$ cat src/rtl/usb_node_dma_regs.svh
/*
  Register offsets, field positions, reset values and widths for the
  function address and automatic DMA block.
  Assumes inclusion by bare name from the design module.
*/
`ifndef USB_NODE_DMA_REGS_SVH
`define USB_NODE_DMA_REGS_SVH

// Byte offsets on the APB port
`define OFF_FUNC_ADDR 8'h00
`define OFF_DMA_CTRL 8'h04
`define OFF_DMA_EVENT 8'h08
`define OFF_DMA_MASK 8'h0C
`define OFF_PKT_COUNT 8'h10
`define OFF_ERR_CTRL 8'h14

// Function address fields
`define FA_EN_BIT 7
`define DEFAULT_ADDR 7'h00

// DMA control fields
`define CTL_DMA_EN 7
`define CTL_IGN_RX_TGL 6
`define CTL_INIT_TGL 5
`define CTL_AUTO_EN 4
`define CTL_REQ_MODE 3

// DMA event fields
`define EV_HALT 0
`define EV_ERR 1
`define EV_CNT 2
`define EV_SIZE 3
`define EV_READY 4
`define EV_NEXT_TOGGLE 5

// Reset value of all registers
`define REG_RESET 8'h00

`endif

$ cat src/rtl/usb_node_dma_pkg.sv
/*
  Types shared by the function address and automatic DMA block.
  Assumes the register header is on the include path.
*/
package usb_node_dma_pkg;

  // Automatic DMA sequencer states
  typedef enum logic [1:0] {
    AUTO_IDLE,
    AUTO_START,
    AUTO_RUN,
    AUTO_STOP
  } auto_state_t;

  // Per-packet event report from the serial engine
  typedef struct packed {
    logic txDone;
    logic rxLast;
    logic ackSeen;
    logic rxError;
    logic rxToggle;
    logic shortPkt;
  } pkt_evt_t;

  // Token seen by the address matcher
  typedef struct packed {
    logic valid;
    logic [6:0] addr;
    logic [3:0] endp;
  } token_t;

endpackage

$ cat src/rtl/usb_node_dma.sv
/*
  Function address matching and automatic DMA control for a USB node.
  Assumes an APB master on clk, a serial engine reporting per-packet
  events on clk for the selected endpoint, and a DMA controller that
  returns a one-cycle done pulse per DMA cycle.
*/
`timescale 1ns/1ps
`default_nettype none
`include "usb_node_dma_regs.svh"

// What this block does
// - Match tokens against stored 7-bit address
// - Address enable clear ignores all tokens
// - Default respond bit matches default address
// - Endpoint select codes map endpoints one-six
// - Mode zero requests on transfer completion
// - Mode one requests on FIFO warning
// - Auto enable also enables selected endpoint
// - Auto mode ends on any of event flags zero-three
// - Initial toggle write loads next toggle
// - Toggle mismatch stops unless ignored
// - Disable ends after current DMA cycle
// - Flags zero-three raise interrupt while set
// - Halt flag set after cleanup reaches idle
// - Event flags clear on zero write
// - Error flag on bad packet or mismatch
// - Auto error handling delays error flag
// - Count flag when packet count zero
// - Short packet flag on short receive
// - Ready flag after flush, clears on end
// - Next toggle flips per packet, overrides
// - Mask gates events onto alternate event
// - Count decrements, no underflow, write wins
// - Default respond clears after endpoint-0 IN
module usb_node_dma
  import usb_node_dma_pkg::*;
(
  input wire logic clk,
  input wire logic resetn,
  input wire logic [7:0] paddr,
  input wire logic psel,
  input wire logic penable,
  input wire logic pwrite,
  input wire logic [31:0] pwdata,
  output logic [31:0] prdata,
  output logic pready,
  output logic pslverr,
  input wire token_t token,
  output logic tokenMatch,
  input wire logic ep0InSent,
  input wire logic defaultAddrRespondIn,
  input wire logic defaultAddrWrite,
  input wire pkt_evt_t pktEvt,
  input wire logic fifoWarn,
  input wire logic idleBetweenTxn,
  output logic flushReq,
  input wire logic flushDone,
  input wire logic softHalt,
  output logic dmaReq,
  input wire logic dmaDone,
  output logic [5:0] endpointEnable,
  output logic [5:0] toggleOverride,
  output logic autoActive,
  output logic nextToggle,
  output logic eventIrq,
  output logic dmaAltEvent
);

  logic [7:0] funcAddr_r; // Enable plus address
  logic [7:0] dmaCtrl_r; // Control register
  logic [3:0] evFlag_r; // Halt, error, count and size flags
  logic nextToggle_r; // Expected toggle of the next packet
  logic [7:0] dmaMask_r; // Event mask
  logic [7:0] pktCount_r; // Packets left
  logic auto_err_handling_r; // Automatic error handling
  logic [6:0] errPreset_r; // Consecutive error preset
  logic [6:0] errCount_r; // Consecutive error counter
  logic defaultAddrRespond_r; // Respond to default address
  logic dmaBusy_r; // DMA cycle outstanding
  logic softHaltSeen_r; // Halt requested during run
  logic cond_r; // Previous request condition
  auto_state_t autoState_r; // Sequencer state
  logic wrEn; // APB write access
  logic rdEn; // APB read access
  logic [2:0] dmaEndpointSelect; // Selected endpoint code
  logic selValid; // Code not reserved
  logic selIsTx; // Even endpoint code transmits
  logic pktDone; // A packet ended on the endpoint
  logic pktGood; // Packet ended without error
  logic badPkt; // Receive error or missing ack
  logic tglMiss; // Toggle mismatch
  logic errEvent; // Error to record
  logic cond; // Request condition
  logic stopEvent; // Any of the halt, error, count or size flags set

  // Decode an endpoint code into a one-hot endpoint vector
  function automatic logic [5:0] ep_onehot(input logic [2:0] code);
    logic [5:0] v;
    v = 6'h00;
    if (code < 3'h6)
    begin
      v[code] = 1'b1;
    end
    return v;
  endfunction

  // Register write of a flag: zero clears, one leaves it
  function automatic logic flag_w(input logic cur, input logic wbit);
    return cur & wbit;
  endfunction

  assign wrEn = psel & penable & pwrite;
  assign rdEn = psel & penable & ~pwrite;
  assign pready = 1'b1;
  assign pslverr = 1'b0;

  // Endpoint selection and packet classification
  assign dmaEndpointSelect = dmaCtrl_r[2:0];
  assign selValid = (dmaEndpointSelect < 3'h6);
  assign selIsTx = ~dmaEndpointSelect[0];
  assign pktDone = selIsTx ? pktEvt.txDone : pktEvt.rxLast;
  assign badPkt = selIsTx ? (pktEvt.txDone & ~pktEvt.ackSeen)
                          : (pktEvt.rxLast & pktEvt.rxError);
  // Compared against the toggle before it flips this cycle
  assign tglMiss = pktDone & ~selIsTx & ~pktEvt.rxError &
                   ~dmaCtrl_r[`CTL_IGN_RX_TGL] &
                   (pktEvt.rxToggle != nextToggle_r);
  assign pktGood = pktDone & ~badPkt & ~tglMiss;
  // Error flag waits for the counter when auto handling is on
  assign errEvent = autoActive & (badPkt | tglMiss) &
                    (~auto_err_handling_r || errCount_r == 7'h00);
  assign stopEvent = |evFlag_r;

  // Address match for incoming tokens
  always_comb
  begin
    tokenMatch = 1'b0;
    if (token.valid && funcAddr_r[`FA_EN_BIT])
    begin
      tokenMatch = (token.addr == funcAddr_r[6:0]);
      if (defaultAddrRespond_r && token.endp == 4'h0 &&
          token.addr == `DEFAULT_ADDR)
      begin
        tokenMatch = 1'b1;
      end
    end
  end

  // Function address register
  always_ff @(posedge clk or negedge resetn)
  begin
    if (!resetn)
      funcAddr_r <= `REG_RESET;
    else if (wrEn && paddr == `OFF_FUNC_ADDR)
      funcAddr_r <= pwdata[7:0];
  end

  // Default respond bit mirrored from endpoint 0 control
  always_ff @(posedge clk or negedge resetn)
  begin
    if (!resetn)
      defaultAddrRespond_r <= 1'b0;
    else if (defaultAddrWrite)
      defaultAddrRespond_r <= defaultAddrRespondIn;
    else if (ep0InSent)
      defaultAddrRespond_r <= 1'b0;
  end

  // Control register; auto bit dropped when the run ends
  always_ff @(posedge clk or negedge resetn)
  begin
    if (!resetn)
      dmaCtrl_r <= `REG_RESET;
    else if (wrEn && paddr == `OFF_DMA_CTRL)
      dmaCtrl_r <= pwdata[7:0];
    else if (autoState_r == AUTO_STOP && !dmaBusy_r)
      dmaCtrl_r[`CTL_AUTO_EN] <= 1'b0;
  end

  // Mask and error control registers
  always_ff @(posedge clk or negedge resetn)
  begin
    if (!resetn)
    begin
      dmaMask_r <= `REG_RESET;
      auto_err_handling_r <= 1'b0;
      errPreset_r <= 7'h00;
    end
    else if (wrEn)
    begin
      if (paddr == `OFF_DMA_MASK)
        dmaMask_r <= pwdata[7:0];
      // Error control is locked while auto mode runs
      if (paddr == `OFF_ERR_CTRL && !autoActive)
      begin
        auto_err_handling_r <= pwdata[7];
        errPreset_r <= pwdata[6:0];
      end
    end
  end

  // Consecutive error counter
  always_ff @(posedge clk or negedge resetn)
  begin
    if (!resetn)
      errCount_r <= 7'h00;
    else if (!autoActive || pktGood)
      errCount_r <= errPreset_r;
    else if (auto_err_handling_r && (badPkt | tglMiss) &&
             errCount_r != 7'h00)
      errCount_r <= errCount_r - 7'h01;
  end

  // Packet count: write wins, decrement stops at zero
  always_ff @(posedge clk or negedge resetn)
  begin
    if (!resetn)
      pktCount_r <= `REG_RESET;
    else if (wrEn && paddr == `OFF_PKT_COUNT)
      pktCount_r <= pwdata[7:0];
    else if (autoActive && pktGood && pktCount_r != 8'h00)
      pktCount_r <= pktCount_r - 8'h01;
  end

  // Event flags: hardware set wins over a zero write
  always_ff @(posedge clk or negedge resetn)
  begin
    if (!resetn)
      evFlag_r <= 4'h0;
    else
    begin
      if (wrEn && paddr == `OFF_DMA_EVENT)
      begin
        evFlag_r[`EV_HALT] <= flag_w(evFlag_r[`EV_HALT], pwdata[0]);
        evFlag_r[`EV_ERR] <= flag_w(evFlag_r[`EV_ERR], pwdata[1]);
        evFlag_r[`EV_CNT] <= flag_w(evFlag_r[`EV_CNT], pwdata[2]);
        evFlag_r[`EV_SIZE] <= flag_w(evFlag_r[`EV_SIZE], pwdata[3]);
      end
      if (autoState_r == AUTO_STOP && softHaltSeen_r && !dmaBusy_r)
        evFlag_r[`EV_HALT] <= 1'b1;
      if (errEvent)
        evFlag_r[`EV_ERR] <= 1'b1;
      if (autoActive && pktGood && pktCount_r == 8'h00)
        evFlag_r[`EV_CNT] <= 1'b1;
      if (autoActive && pktGood && !selIsTx && pktEvt.shortPkt)
        evFlag_r[`EV_SIZE] <= 1'b1;
    end
  end

  // Software halt remembered until the engine is idle
  always_ff @(posedge clk or negedge resetn)
  begin
    if (!resetn)
      softHaltSeen_r <= 1'b0;
    else if (autoState_r == AUTO_IDLE)
      softHaltSeen_r <= 1'b0;
    else if (softHalt)
      softHaltSeen_r <= 1'b1;
  end

  // Next toggle: control write wins over packet flip
  always_ff @(posedge clk or negedge resetn)
  begin
    if (!resetn)
      nextToggle_r <= 1'b0;
    else if (wrEn && paddr == `OFF_DMA_CTRL)
      nextToggle_r <= pwdata[`CTL_INIT_TGL];
    else if (pktDone && selValid && !badPkt)
      nextToggle_r <= ~nextToggle_r;
  end

  // Automatic DMA sequencer
  always_ff @(posedge clk or negedge resetn)
  begin
    if (!resetn)
      autoState_r <= AUTO_IDLE;
    else
    begin
      unique case (autoState_r)
        AUTO_IDLE:
        begin
          // Start relies on software clearing flags and enable first
          if (dmaCtrl_r[`CTL_AUTO_EN] && selValid && !stopEvent)
            autoState_r <= AUTO_START;
        end
        AUTO_START:
        begin
          // Wait for the bus to go quiet and the FIFO to flush
          if (!dmaCtrl_r[`CTL_AUTO_EN])
            autoState_r <= AUTO_IDLE;
          else if (flushDone)
            autoState_r <= AUTO_RUN;
        end
        AUTO_RUN:
        begin
          if (stopEvent || softHalt || !dmaCtrl_r[`CTL_AUTO_EN])
            autoState_r <= AUTO_STOP;
        end
        AUTO_STOP:
        begin
          // Let the outstanding DMA cycle finish
          if (!dmaBusy_r)
            autoState_r <= AUTO_IDLE;
        end
      endcase
    end
  end
  assign autoActive = (autoState_r == AUTO_RUN);
  assign flushReq = (autoState_r == AUTO_START) & idleBetweenTxn;

  // Request condition edge detector
  always_comb
  begin
    if (dmaCtrl_r[`CTL_REQ_MODE])
      cond = fifoWarn;
    else
      cond = pktDone;
  end
  always_ff @(posedge clk or negedge resetn)
  begin
    if (!resetn)
      cond_r <= 1'b0;
    else
      cond_r <= cond;
  end

  // DMA request held until the controller completes the cycle
  always_ff @(posedge clk or negedge resetn)
  begin
    if (!resetn)
      dmaBusy_r <= 1'b0;
    else if (dmaBusy_r && dmaDone)
      dmaBusy_r <= 1'b0;
    else if (!dmaBusy_r && selValid && cond && !cond_r &&
             (dmaCtrl_r[`CTL_DMA_EN] || autoActive))
      dmaBusy_r <= 1'b1;
  end
  assign dmaReq = dmaBusy_r;

  // Endpoint enable and toggle override toward the serial engine
  assign endpointEnable = (dmaCtrl_r[`CTL_AUTO_EN] || autoActive) ?
                          ep_onehot(dmaEndpointSelect) : 6'h00;
  assign toggleOverride = (autoActive && selIsTx) ?
                          ep_onehot(dmaEndpointSelect) : 6'h00;
  assign nextToggle = nextToggle_r;

  // Interrupt and alternate event outputs
  assign eventIrq = stopEvent;
  assign dmaAltEvent = |({autoActive, evFlag_r} & dmaMask_r[4:0]);

  // APB read mux
  always_ff @(posedge clk or negedge resetn)
  begin
    if (!resetn)
      prdata <= 32'h00000000;
    else if (psel && !penable && !pwrite)
    begin
      unique case (paddr)
        `OFF_FUNC_ADDR: prdata <= {24'h000000, funcAddr_r};
        `OFF_DMA_CTRL: prdata <= {24'h000000, dmaCtrl_r};
        `OFF_DMA_EVENT: prdata <= {26'h0, nextToggle_r, autoActive, evFlag_r};
        `OFF_DMA_MASK: prdata <= {24'h000000, dmaMask_r};
        `OFF_PKT_COUNT: prdata <= {24'h000000, pktCount_r};
        `OFF_ERR_CTRL: prdata <= {24'h000000, auto_err_handling_r,
                          autoActive ? errCount_r : errPreset_r};
        default: prdata <= 32'h00000000;
      endcase
    end
  end

endmodule // usb_node_dma
`default_nettype wire

$ cat config.mk
export PLATFORM = sky130hd
export DESIGN_NAME = usb_node_dma
export DESIGN_NICKNAME = d
export VERILOG_FILES = /design/src/rtl/usb_node_dma_pkg.sv /design/src/rtl/usb_node_dma.sv
export VERILOG_INCLUDE_DIRS = /design/src /design/src/rtl
export SDC_FILE = /design/constraint.sdc
export NUM_CORES = 1
export LEC_CHECK = 0
export ABC_CLOCK_PERIOD_IN_PS = 3300
export BUFFER_PORTS_ARGS = -buffer_cell sky130_fd_sc_hd__buf_2
export CAP_MARGIN = 20
export CELL_PAD_IN_SITES_DETAIL_PLACEMENT = 0
export CELL_PAD_IN_SITES_GLOBAL_PLACEMENT = 2
export CORE_MARGIN = 2
export CORE_UTILIZATION = 33
export DETAILED_ROUTE_END_ITERATION = 8
export GPL_TIMING_DRIVEN = 0
export MAX_ROUTING_LAYER = met4
export PLACE_DENSITY = 0.87
export SKIP_LAST_GASP = 1
export SYNTH_ARGS = -nofsm -noshare
export SYNTH_HDL_FRONTEND = slang
export SYNTH_SLANG_ARGS = --single-unit
$ cat constraint.sdc
create_clock -name clk -period 3.3 [get_ports clk]
set_input_delay 0.33 -clock clk [delete_from_list [all_inputs] [get_ports clk]]
set_output_delay 0.33 -clock clk [all_outputs]
set_load 0.01 [all_outputs]
# Yosys cells after proc, flatten, opt, wreduce, memory -nomap -nowiden
# Cells that the tools add are included.
# word_totals
ramBits	0
latchBits	0
regBits	90
mem_count	0
in_bits	71
mem_bits_ro	0
# classes
div	0
mux	37
n_shift	0
n_eq_ne	14
n_addsub	2
magnitude_cmp	3
bitwise	27
reduce_logical	69
multipliers	0
# op_table
operator	n
case mux 8 bit (6 select lines)	1
logical AND 1 bit	31
nonzero test 2 bit	11
two-way mux 7 bit	3
two-way mux 1 bit	20
two-way mux 6 bit	3
bitwise AND 1 bit	17
equality test 8 x 4 -> 1 bit, second input constant	2
equality test 8 x 5 -> 1 bit, second input constant	2
zero test 8 bit	2
two-way mux 8 bit	2
zero test 7 bit	2
two-way mux 2 bit	5
equality test 8 x 3 -> 1 bit, second input constant	1
zero test 1 bit	8
inverter 1 bit	8
case mux 2 bit (4 select lines)	1
nonzero test 8 bit	1
subtractor 8 x 1 -> 8 bit, second input constant	1
equality test 7 bit	1
nonzero test 7 bit	1
subtractor 7 x 1 -> 7 bit, second input constant	1
logical OR 1 bit	6
bitwise AND 5 bit	1
18 further kinds	21

# Logic depth before layout (Yosys ltp)
# Gate-level depths: netlist (run 1).
# depth
word_depth	11
mapped_depth	9
mapped_depth_nobuf	7

# Least setup slack after synthesis (run 1)
# Ideal clock, no wire load.
# synth_path
kind	reg2reg
start	register pktCount_r[3]
end	register pktCount_r[1]
period_less_slack_ns	2.025
required_time_ns	3.217
setup_time_ns	0.083
arrival_time_ns	1.943
path_stages_with_launch	7
path_buffers	1
setup_slack_ns	1.275
path_cell_list	dfrtp_1 or4_4 or3_1 buf_6 nand3_1 mux2_1 o21ai_0
# synth_between
elab_chain_cells	3
# synth_lines
item	line_no	text
start: declaration	usb_node_dma.sv:74	logic [7:0] pktCount_r;
start signal: assignment	usb_node_dma.sv:218	pktCount_r <= `REG_RESET;
start signal: assignment	usb_node_dma.sv:220	pktCount_r <= pwdata[7:0];
start signal: assignment	usb_node_dma.sv:222	pktCount_r <= pktCount_r - 8'h01;
nonzero test 8 bit	usb_node_dma.sv:221	else if (autoActive && pktGood && pktCount_r != 8'h00)
logical AND 1 bit	usb_node_dma.sv:221	
nonzero test 2 bit (no line)	--	
# Every way passes these cells.
# A chain may end at the register's enable or synchronous reset.

==> results of run 1 <==
power breakdown:
| group | switching (uW) | internal (uW) | leakage, uW |
|---|---|---|---|
| combinational | 349 | 238 | 0.00126 |
| clock | 338 | 641 | 0.000152 |
| sequential | 102 | 898 | 0.000890 |
per-stage QoR:
step / instance area, sq um / hold WS [ns]
after floorplan: 4029 / 0.03441
after global placement: 4553 / 0.4466
after detailed placement: 4556 / 0.4540
after CTS: 4861 / 0.1489
after global routing: 4861 / 0.1885
final: 4861 / 0.09319
state kept, by name (all words and copies together), names as in the netlist, named ones only:
register,cells
auto_err_handling_r,1
cond_r,1
funcAddr_r,8
nextToggle,1
autoState_r,1
errPreset_r,7
defaultAddrRespond_r,1
errCount_r,7
pktCount_r,8
prdata,8
softHaltSeen_r,1
dmaCtrl_r,8
dmaMask_r,8
evFlag_r,4
dmaReq,1
cell usage in the layout (no fill, tap or decap), drive strengths merged, types with 2 or more instances in the layout:
cell type	instances
a21oi	12
a22oi	4
a311oi	5
a31oi	3
and3	2
buf	104
clkbuf	24
conb	29
dfrtp	66
ha	3
inv	10
mux2	35
mux2i	11
nand2	48
nand2b	5
nand3	28
nand3b	2
nand4	8
nor2	19
nor3	11
nor3b	4
nor4	10
nor4b	2
o21ai	34
o22ai	2
or3	2
or4	3
xnor2	6
xor2	15
area by class of cell:
cell class	count	area, sq um	area share (%)
Timing Repair Buffer	69	347.8	7.156
Clock inverter	2	35.03	0.7207
Sequential cell	66	1652	33.98
Tap cell	143	178.9	3.681
Multi-Input combinational cell	316	2048	42.14
Clock buffer	13	270.3	5.560
Inverter	10	37.54	0.7722
Buffer	46	291.5	5.997
worst min-delay path by stage:
stage | from | to | slack, ns | cells after the start
4_1_cts | resetn | async pin | 0.15 | 1
3_3_place_gp | prdata[3]$_DFFE_PN0P_ | prdata[3]$_DFFE_PN0P_ | 0.45 | 2
3_5_place_dp | prdata[3]$_DFFE_PN0P_ | prdata[3]$_DFFE_PN0P_ | 0.45 | 2
2_1_floorplan | resetn | async pin | 0.03 | 0
6_report | resetn | async pin | 0.09 | 1
5_1_grt | resetn | async pin | 0.19 | 1
per-layer routing:
layer | part of all wire [%] | up-vias | track usage [%]
li1 | - | 1627 | -
met1 | 43 | 1639 | 23.86
met2 | 49 | 96 | 29.90
met3 | 5.7 | 18 | 4.017
met4 | 2.1 | 0 | 6.585
met5 | 0 | - | -
logic make-up (layout without fill, tap and decap cells):
group                      Yosys count  in the layout
adders and majority gates            3              3
other                                2             29
muxes                               47             47
DFF                                 66             66
and+or+nand+nor                    147            147
AOI/OAI and AO/OA                   69             69
xor gates and xnor gates            21             21
buffers and inverters               56            140
==> impl_metrics.env, run 1 <==
export IMPL_worst_pin_slew_ns=0.9276
export IMPL_layout_setup_ws_ns=0.4111
export IMPL_grt_pass1_vias=3239
export IMPL_power_density_mw_per_mm2=527.8
export IMPL_routed_via_density=5.083
export IMPL_crit_arrival_ns=2.56
export IMPL_clock_path_buffers=2
export IMPL_r2r_cells=9
export IMPL_yosysSeqAreaShare_pct=42.05
export IMPL_grt_max_degree=67
export IMPL_clkLatencyLatePin_ns=0.33
export IMPL_antenna_left=0
export IMPL_r2r_slack_ns=0.79
export IMPL_violations="DRC"
export IMPL_antenna_found_initial=0
export IMPL_synthArstFlopShare_pct=100.0
export IMPL_relSlewSlack_pct=37.68
export IMPL_grt_pass1_wl_mm=17.72
export IMPL_synth_most_common_cell="dfrtp_1"
export IMPL_crit_slowest_cell="buf_1"
export IMPL_fin_setup_tns_ns=0
export IMPL_drt_pass1_iter_count=6
export IMPL_peakVddDrop_mv=0.2121
export IMPL_drv_cap=0
export IMPL_synth_adder_area_share_pct=0.9557
export IMPL_cts_buffers_inserted=9
export IMPL_worst_setup_path_start_kind="flop"
export IMPL_reg2reg_to="prdata[3]$_DFFE_PN0P_"
export IMPL_cts_resized_gates=0
export IMPL_start_util_pct=34.10
export IMPL_pre_cts_ws_ns=0.7469
export IMPL_grt_usage_pct=18.81
export IMPL_ys_top_cells_by_count="66 x dfrtp_1, 48 x nand2_1, 34 x mux2_2"
export IMPL_end_kind="output port"
export IMPL_wl_per_cell_microns=17.07
export IMPL_worstPathCellList="clkbuf_1 -> nand2b_1 -> buf_2 -> inv_2 -> buf_1 -> o21ai_0 -> nor3_1 -> buf_2"
export IMPL_outcome="finished with violations"
export IMPL_num_vias=3380
export IMPL_path_buf_inv=5
export IMPL_grt_ovfl_total=0
export IMPL_post_cts_buffers=0
export IMPL_cpMostUsedCell="buf_2"
export IMPL_area_growth_syn_to_layout_pct=23.77
export IMPL_synth_top_family_by_area="simple AND/OR/NAND/NOR gates"
export IMPL_hold_class="primary input to async pin"
export IMPL_htree_levels=3
export IMPL_syn_avg_cell_area_sq_um=9.556
export IMPL_cp_max_fo=10
export IMPL_slowest_delay_ns=0.52
export IMPL_clk_pin_slew_worst_paths_ns=0.05
export IMPL_portBuffers=69
export IMPL_route_detailed_drc=8
export IMPL_fill_cells=1155
export IMPL_final_cells=665
export IMPL_dpl_cell_count=650
export IMPL_synthXorXnorAreaFrac_pct=4.683
export IMPL_die_w_microns=113.1
export IMPL_min_period_ns=2.889
export IMPL_cp_top_family="buffers and inverters"
export IMPL_postCtsHoldBufs=0
export IMPL_power_leakage_uw=0.002304
export IMPL_critical_path_endpoint="endpointEnable[4]"
export IMPL_finalHoldViolCount=0
export IMPL_drtIter0Drc=138
export IMPL_synth_edf_count=0
export IMPL_critical_path_depth=8
export IMPL_critPathKind="flop to output port"
export IMPL_insertedDiodeCount=0
export IMPL_syn_inst=411
export IMPL_postRouteWirelength_mm=11.35
export IMPL_drive_above_1_share_pct=30.84
export IMPL_synth_seq_cells=66
export IMPL_nets=592
export IMPL_fp_dieH_microns=113.1
export IMPL_rsz0062_at_grt="false"
export IMPL_cts_root_buf="clkbuf_16"
export IMPL_place_gp_congestion=0.9145
export IMPL_post_route_period_util_pct=87.54
export IMPL_finClkSkew_ns=0.004918
export IMPL_io_pins=124
export IMPL_synth_top_cell_area_share_pct=42.05
export IMPL_fp_row_count=39
export IMPL_cts_tree="done"
export IMPL_synth_top_area_cell="dfrtp_1"
export IMPL_dp_hpwl_mm=8.460
export IMPL_core_area_sq_mm=0.01152
export IMPL_clock_sinks=66
export IMPL_synth_compound_area_share_pct=10.61
export IMPL_netlist_area_sq_mm=0.003928
export IMPL_ys_flop_type="dfrtp_1"
export IMPL_synth_cell_type_count=54
export IMPL_clock_fmax_mhz=346.2
export IMPL_yosys_warnings=0
export IMPL_setup_violations=0
export IMPL_die_area_sq_mm=0.01279
export IMPL_synth_simple_gate_area_share_pct=19.72
export IMPL_synthMuxAreaShare_pct=13.41
export IMPL_drv_slew=0
export IMPL_synth_area_top_cells="dfrtp_1 42%, mux2_2 9.7%, buf_4 5.5%"
export IMPL_cp_required_ns=2.97
export IMPL_finalPower_uw=2565
export IMPL_final_util_pct=42.21
Power figures use the tool's default switching activity.
==> run 2: changes to the inputs <==
- BUFFER_PORTS_ARGS: -buffer_cell sky130_fd_sc_hd__buf_2 -> default
- CORE_UTILIZATION: 33 -> 35
- DONT_BUFFER_PORTS: default -> 1
- PLACE_DENSITY: 0.87 -> 0.75
==> run 2 against run 1 <==
  * Clock-buffer cell count down 4
  * Sequential power is essentially flat
  * Design area is 8.3% lower
  * Utilization shrank 1.3 points
  * Power down 12%
  * The flow now finishes without violations
  * Via count is 7.5% lower
  * Combinational power down 13%
==> impl_metrics.env, run 2 (same netlist as run 1, synthesis figures left out) <==
export IMPL_outcome="finished clean"
export IMPL_final_util_pct=40.92
export IMPL_clock_sinks=66
export IMPL_cp_required_ns=2.97
export IMPL_start_util_pct=36.07
export IMPL_postCtsHoldBufs=2
export IMPL_crit_arrival_ns=2.64
export IMPL_cp_max_fo=10
export IMPL_finClkSkew_ns=0.01047
export IMPL_rsz0062_at_grt="false"
export IMPL_finalHoldViolCount=0
export IMPL_nets=526
export IMPL_drive_above_1_share_pct=20.83
export IMPL_grt_pass1_vias=3071
export IMPL_post_cts_buffers=0
export IMPL_drtIter0Drc=161
export IMPL_clock_path_buffers=2
export IMPL_power_leakage_uw=0.001976
export IMPL_r2r_cells=9
export IMPL_sequentialPowerShare_pct=44.7
export IMPL_fill_cells=1126
export IMPL_die_w_microns=109.9
export IMPL_insertedDiodeCount=0
export IMPL_wl_per_cell_microns=19.16
export IMPL_fin_setup_tns_ns=0
export IMPL_internal_power_uw=1516
export IMPL_area_growth_syn_to_layout_pct=13.44
export IMPL_dp_hpwl_mm=8.448
export IMPL_relSlewSlack_pct=39.98
export IMPL_worst_pin_slew_ns=0.8954
export IMPL_fp_dieH_microns=109.9
export IMPL_grt_pass1_wl_mm=17.48
export IMPL_peakVddDrop_mv=0.3349
export IMPL_critPathKind="flop to output port"
export IMPL_antenna_found_initial=0
export IMPL_clock_fmax_mhz=337.2
export IMPL_post_route_period_util_pct=89.87
export IMPL_grt_ovfl_total=0
export IMPL_netSwitchingFraction_pct=32.87
export IMPL_place_gp_congestion=0.8654
export IMPL_setup_violations=0
export IMPL_placed_cell_area_sq_mm=0.004204
export IMPL_final_cell_mix="66 x dfrtp_1, 48 x nand2_1, 34 x mux2_2"
export IMPL_cts_buffers_inserted=9
export IMPL_portBuffers=0
export IMPL_cts_tree="done"
export IMPL_cts_root_buf="clkbuf_8"
export IMPL_p_sw_uw=742.1
export IMPL_end_kind="output port"
export IMPL_clk_pin_slew_worst_paths_ns=0.08
export IMPL_postRouteWirelength_mm=11.42
export IMPL_multi_input_area_sq_mm=0.002048
export IMPL_cts_resized_gates=0
export IMPL_drt_pass1_iter_count=4
export IMPL_grt_max_degree=67
export IMPL_combPwrFrac_pct=22.7
export IMPL_antenna_left=0
export IMPL_clkPwrFrac_pct=32.6
export IMPL_min_delay_path_depth=1
export IMPL_clkLatencyLatePin_ns=0.36
export IMPL_drv_slew=0
export IMPL_die_area_sq_mm=0.01208
export IMPL_routed_via_density=5.247
export IMPL_final_common_cell="dfrtp_1"
export IMPL_worst_setup_path_start_kind="flop"
export IMPL_io_pins=124
export IMPL_htree_levels=3
export IMPL_hold_class="primary input to flop"
export IMPL_grt_usage_pct=20.54
export IMPL_route_detailed_drc=0
export IMPL_finalInstanceArea_sq_mm=0.004456
export IMPL_num_vias=3127
export IMPL_fp_row_count=38
export IMPL_power_density_mw_per_mm2=506.7
export IMPL_regArea_sq_mm=0.001652
export IMPL_min_period_ns=2.966
export IMPL_drv_cap=0
export IMPL_core_area_sq_mm=0.01089
==> run 2: critical path, stage by stage (launching register included) <==
cell	delay [ns]
dfrtp_1	0.33
clkbuf_1	0.33
nand2b_1	0.10
buf_2	0.20
inv_2	0.17
buf_1	0.60
o21ai_0	0.22
nor3_1	0.32
==> run 2: through the flow <==
| stage | power, uW | instances | worst slack, ns | hold slack (ns) |
|---|---|---|---|---|
| floorplan | 1380 | 438 | 1.275 | 0.03441 |
| global placement | 1511 | 578 | 0.7017 | 0.03683 |
| detailed placement | 1517 | 578 | 0.6828 | 0.03681 |
| CTS | 2279 | 595 | 0.2658 | 0.04463 |
| global route | 2395 | 596 | 0.1127 | 0.04228 |
| finish | 2258 | 596 | 0.3341 | 0.05677 |
==> run 2: worst paths after layout <==
check / start / endpoint / slack (ns)
setup / recovery: flop / endpointEnable[4] / 0.33
hold / removal: dmaDone / dmaReq$_DFFE_PN0P_ / 0.06
setup reg to reg: flop / prdata[3]$_DFFE_PN0P_ / 0.73
hold reg to reg: errPreset_r[2]$_DFFE_PN0P_ / errCount_r[2]$_DFFE_PN0P_ / 0.50
max in group asynchronous: resetn / pktCount_r[1]$_DFFE_PN0P_ / 2.49
min in group asynchronous: resetn / prdata[0]$_DFFE_PN0P_ / 0.50
==> run 2: power by group through the flow <==
| stage | registers (uW) | clock network (uW) | logic [uW] |
|---|---|---|---|
| 6_report | 1010 | 735 | 512 |
| 4_1_cts | 1010 | 753 | 516 |
| 3_5_place_dp | 1030 | 0 | 492 |
| 3_3_place_gp | 1020 | 0 | 486 |
| 2_1_floorplan | 986 | 0 | 394 |
| 5_1_grt | 1020 | 795 | 578 |
==> run 2: per-layer routing <==
layer / routed length, microns / GRT usage [%] / vias up
met5: 0 / - / -
met2: 5616 / 32.56 / 84
met1: 4997 / 26.20 / 1532
met3: 649 / 4.564 / 13
li1: - / - / 1498
met4: 155 / 6.239 / 0
==> run 2: final cells by class <==
class | count | area share, %
Clock inverter | 6 | 1.853
Tap cell | 140 | 3.931
Multi-Input combinational cell | 316 | 45.97
Buffer | 46 | 6.543
Timing Repair Buffer | 3 | 1.011
Inverter | 10 | 0.8425
Clock buffer | 9 | 2.780
Sequential cell | 66 | 37.07
==> run 3: changes to the inputs <==
--- a/config.mk
+++ b/config.mk
@@ -13,3 +13,3 @@
 export CORE_MARGIN = 2
-export CORE_UTILIZATION = 35
+export CORE_UTILIZATION = 41
 export DETAILED_ROUTE_END_ITERATION = 8
@@ -18,3 +18,3 @@
 export MAX_ROUTING_LAYER = met4
-export PLACE_DENSITY = 0.75
+export PLACE_DENSITY = 0.86
 export SKIP_LAST_GASP = 1
--- a/constraint.sdc
+++ b/constraint.sdc
@@ -3,2 +3,2 @@
 set_output_delay 0.33 -clock clk [all_outputs]
-set_load 0.01 [all_outputs]
+set_load 0.1 [all_outputs]
==> run 3 against run 2 <==
  * Design area grew 1.8%
  * Combinational power rose by 60%
  * Via count fell by 0.45%
  * Clock power is 17% lower
  * Hold slack better by 0.024 ns
  * Critical path depth fell by 1
==> impl_metrics.env, run 3 (same netlist as run 1, synthesis figures left out) <==
export IMPL_relSlewSlack_pct=21.35
export IMPL_grt_pass1_wl_mm=16.58
export IMPL_cp_max_fo=10
export IMPL_insertedDiodeCount=0
export IMPL_worst_setup_path_start_kind="flop"
export IMPL_finalHoldViolCount=0
export IMPL_antenna_found_initial=0
export IMPL_post_route_period_util_pct=95.03
export IMPL_multi_input_area_sq_mm=0.002136
export IMPL_path_buf_inv=3
export IMPL_r2r_cells=5
export IMPL_finClkSkew_ns=0.006369
export IMPL_wl_per_cell_microns=18.19
export IMPL_final_cell_mix="65 x dfrtp_1, 48 x nand2_1, 34 x mux2_2"
export IMPL_route_detailed_drc=0
export IMPL_drtIter0Drc=164
export IMPL_dp_hpwl_mm=7.951
export IMPL_hold_class="primary input to flop"
export IMPL_rr_startpoint="nextToggle$_DFFE_PN0P_"
export IMPL_min_period_ns=3.136
export IMPL_postRouteWirelength_mm=10.66
export IMPL_cp_required_ns=2.97
export IMPL_area_growth_syn_to_layout_pct=15.51
export IMPL_drv_cap=0
export IMPL_clk_pin_slew_worst_paths_ns=0.07
export IMPL_clock_path_buffers=2
export IMPL_crit_arrival_ns=2.81
export IMPL_post_cts_buffers=0
export IMPL_grt_ovfl_total=0
export IMPL_routed_via_density=5.312
export IMPL_power_density_mw_per_mm2=559.8
export IMPL_outcome="finished clean"
export IMPL_num_vias=3113
export IMPL_drt_pass1_iter_count=4
export IMPL_reg2reg_to="errCount_r[5]$_DFFE_PN0P_"
export IMPL_rsz0062_at_grt="false"
export IMPL_final_common_cell="dfrtp_1"
export IMPL_crit_slowest_cell="nor3_4"
export IMPL_io_pins=124
export IMPL_grt_pass1_vias=3001
export IMPL_grt_max_degree=67
export IMPL_power_leakage_uw=0.001980
export IMPL_die_w_microns=101.9
export IMPL_worst_pin_slew_ns=1.180
export IMPL_clkLatencyLatePin_ns=0.35
export IMPL_cts_buffers_inserted=9
export IMPL_final_util_pct=48.87
export IMPL_critical_path_endpoint="endpointEnable[4]"
export IMPL_peakVddDrop_mv=0.2834
export IMPL_clock_sinks=66
export IMPL_cp_top_family="simple AND/OR/NAND/NOR gates"
export IMPL_clock_fmax_mhz=318.9
export IMPL_place_gp_congestion=0.8958
export IMPL_worstPathCellList="nand2b_1 -> buf_2 -> inv_2 -> buf_6 -> o21ai_0 -> nor3_4"
export IMPL_critPathKind="flop to output port"
export IMPL_finalPower_uw=2540
export IMPL_antenna_left=0
export IMPL_grt_usage_pct=22.34
export IMPL_fp_row_count=35
export IMPL_end_kind="output port"
export IMPL_fin_setup_tns_ns=0
export IMPL_portBuffers=0
export IMPL_cp_startpoint="autoState_r[0]$_DFFE_PN0P_"
export IMPL_core_area_sq_mm=0.009284
export IMPL_fill_cells=931
export IMPL_drv_slew=0
export IMPL_die_area_sq_mm=0.01038
export IMPL_cts_root_buf="clkbuf_8"
export IMPL_slowest_delay_ns=0.87
export IMPL_fp_dieH_microns=101.9
export IMPL_setup_violations=0
export IMPL_nets=527
export IMPL_critical_path_depth=6
export IMPL_cts_tree="done"
export IMPL_htree_levels=3
export IMPL_r2r_slack_ns=0.63
export IMPL_start_util_pct=42.30
export IMPL_regArea_sq_mm=0.001653
export IMPL_drive_above_1_share_pct=23.63
run 3: cell types whose count changed in the layout (fill, tap and decap cells not counted), moves of 2 or more:
cell and change:
buf_8 +3, bufinv_16 -2, clkbuf_8 +2, clkinv_2 -2, nor2_1 -4, nor2_2 +3, nor3_1 -3, nor3_4 +3
run 3: timing repair:
item                       CTS  global route
setup endpoints to repair    3             1
pin swaps                    1             1
resized for setup            5             1
hold buffers                 2             0
hold endpoints to repair    66             0
run 3: metal layers:
layer  vias to the layer above  part of all wire [%]  GRT usage [%]
li1                       1502                     -              -
met1                      1515                    42          28.48
met2                        85                    51          35.22
met3                        11                   5.6          5.882
met4                         0                   1.7          6.462
met5                         -                     0              -
run 3: how the worst min path moves through the flow:
stage | cells past startpoint | end | from
after global routing | 1 | dmaReq$_DFFE_PN0P_ | dmaDone
final | 1 | dmaReq$_DFFE_PN0P_ | dmaDone
after CTS | 1 | dmaReq$_DFFE_PN0P_ | dmaDone
after global placement | 0 | autoState_r[0]$_DFFE_PN0P_ | resetn
after detailed placement | 0 | async pin | resetn
after floorplan | 0 | async pin | resetn
run 3: report_power, final:
part | total [uW] | internal (uW) | switching [uW]
sequential | 1110 | 895 | 214
combinational | 818 | 238 | 580
clock | 613 | 309 | 304
total | 2540 | 1440 | 1100
run 3: layout make-up:
type	count	area share [%]
Clock inverter	2	0.2758
Tap cell	129	3.558
Sequential cell	66	36.43
Clock buffer	13	3.502
Multi-Input combinational cell	316	47.08
Buffer	45	6.509
Timing Repair Buffer	5	1.820
Inverter	10	0.8274
run 3: per-stage QoR:
step | std cells | setup WS [ns] | hold WS (ns) | cell area [sq um]
finish | 586 | 0.1642 | 0.08045 | 4537
global route | 586 | 0.007327 | 0.07073 | 4537
CTS | 586 | 0.09617 | 0.06613 | 4536
detailed placement | 570 | -0.1672 | 0.03692 | 4325
global placement | 567 | -0.4306 | 0.03671 | 4228
floorplan | 438 | -0.04965 | 0.03441 | 4066
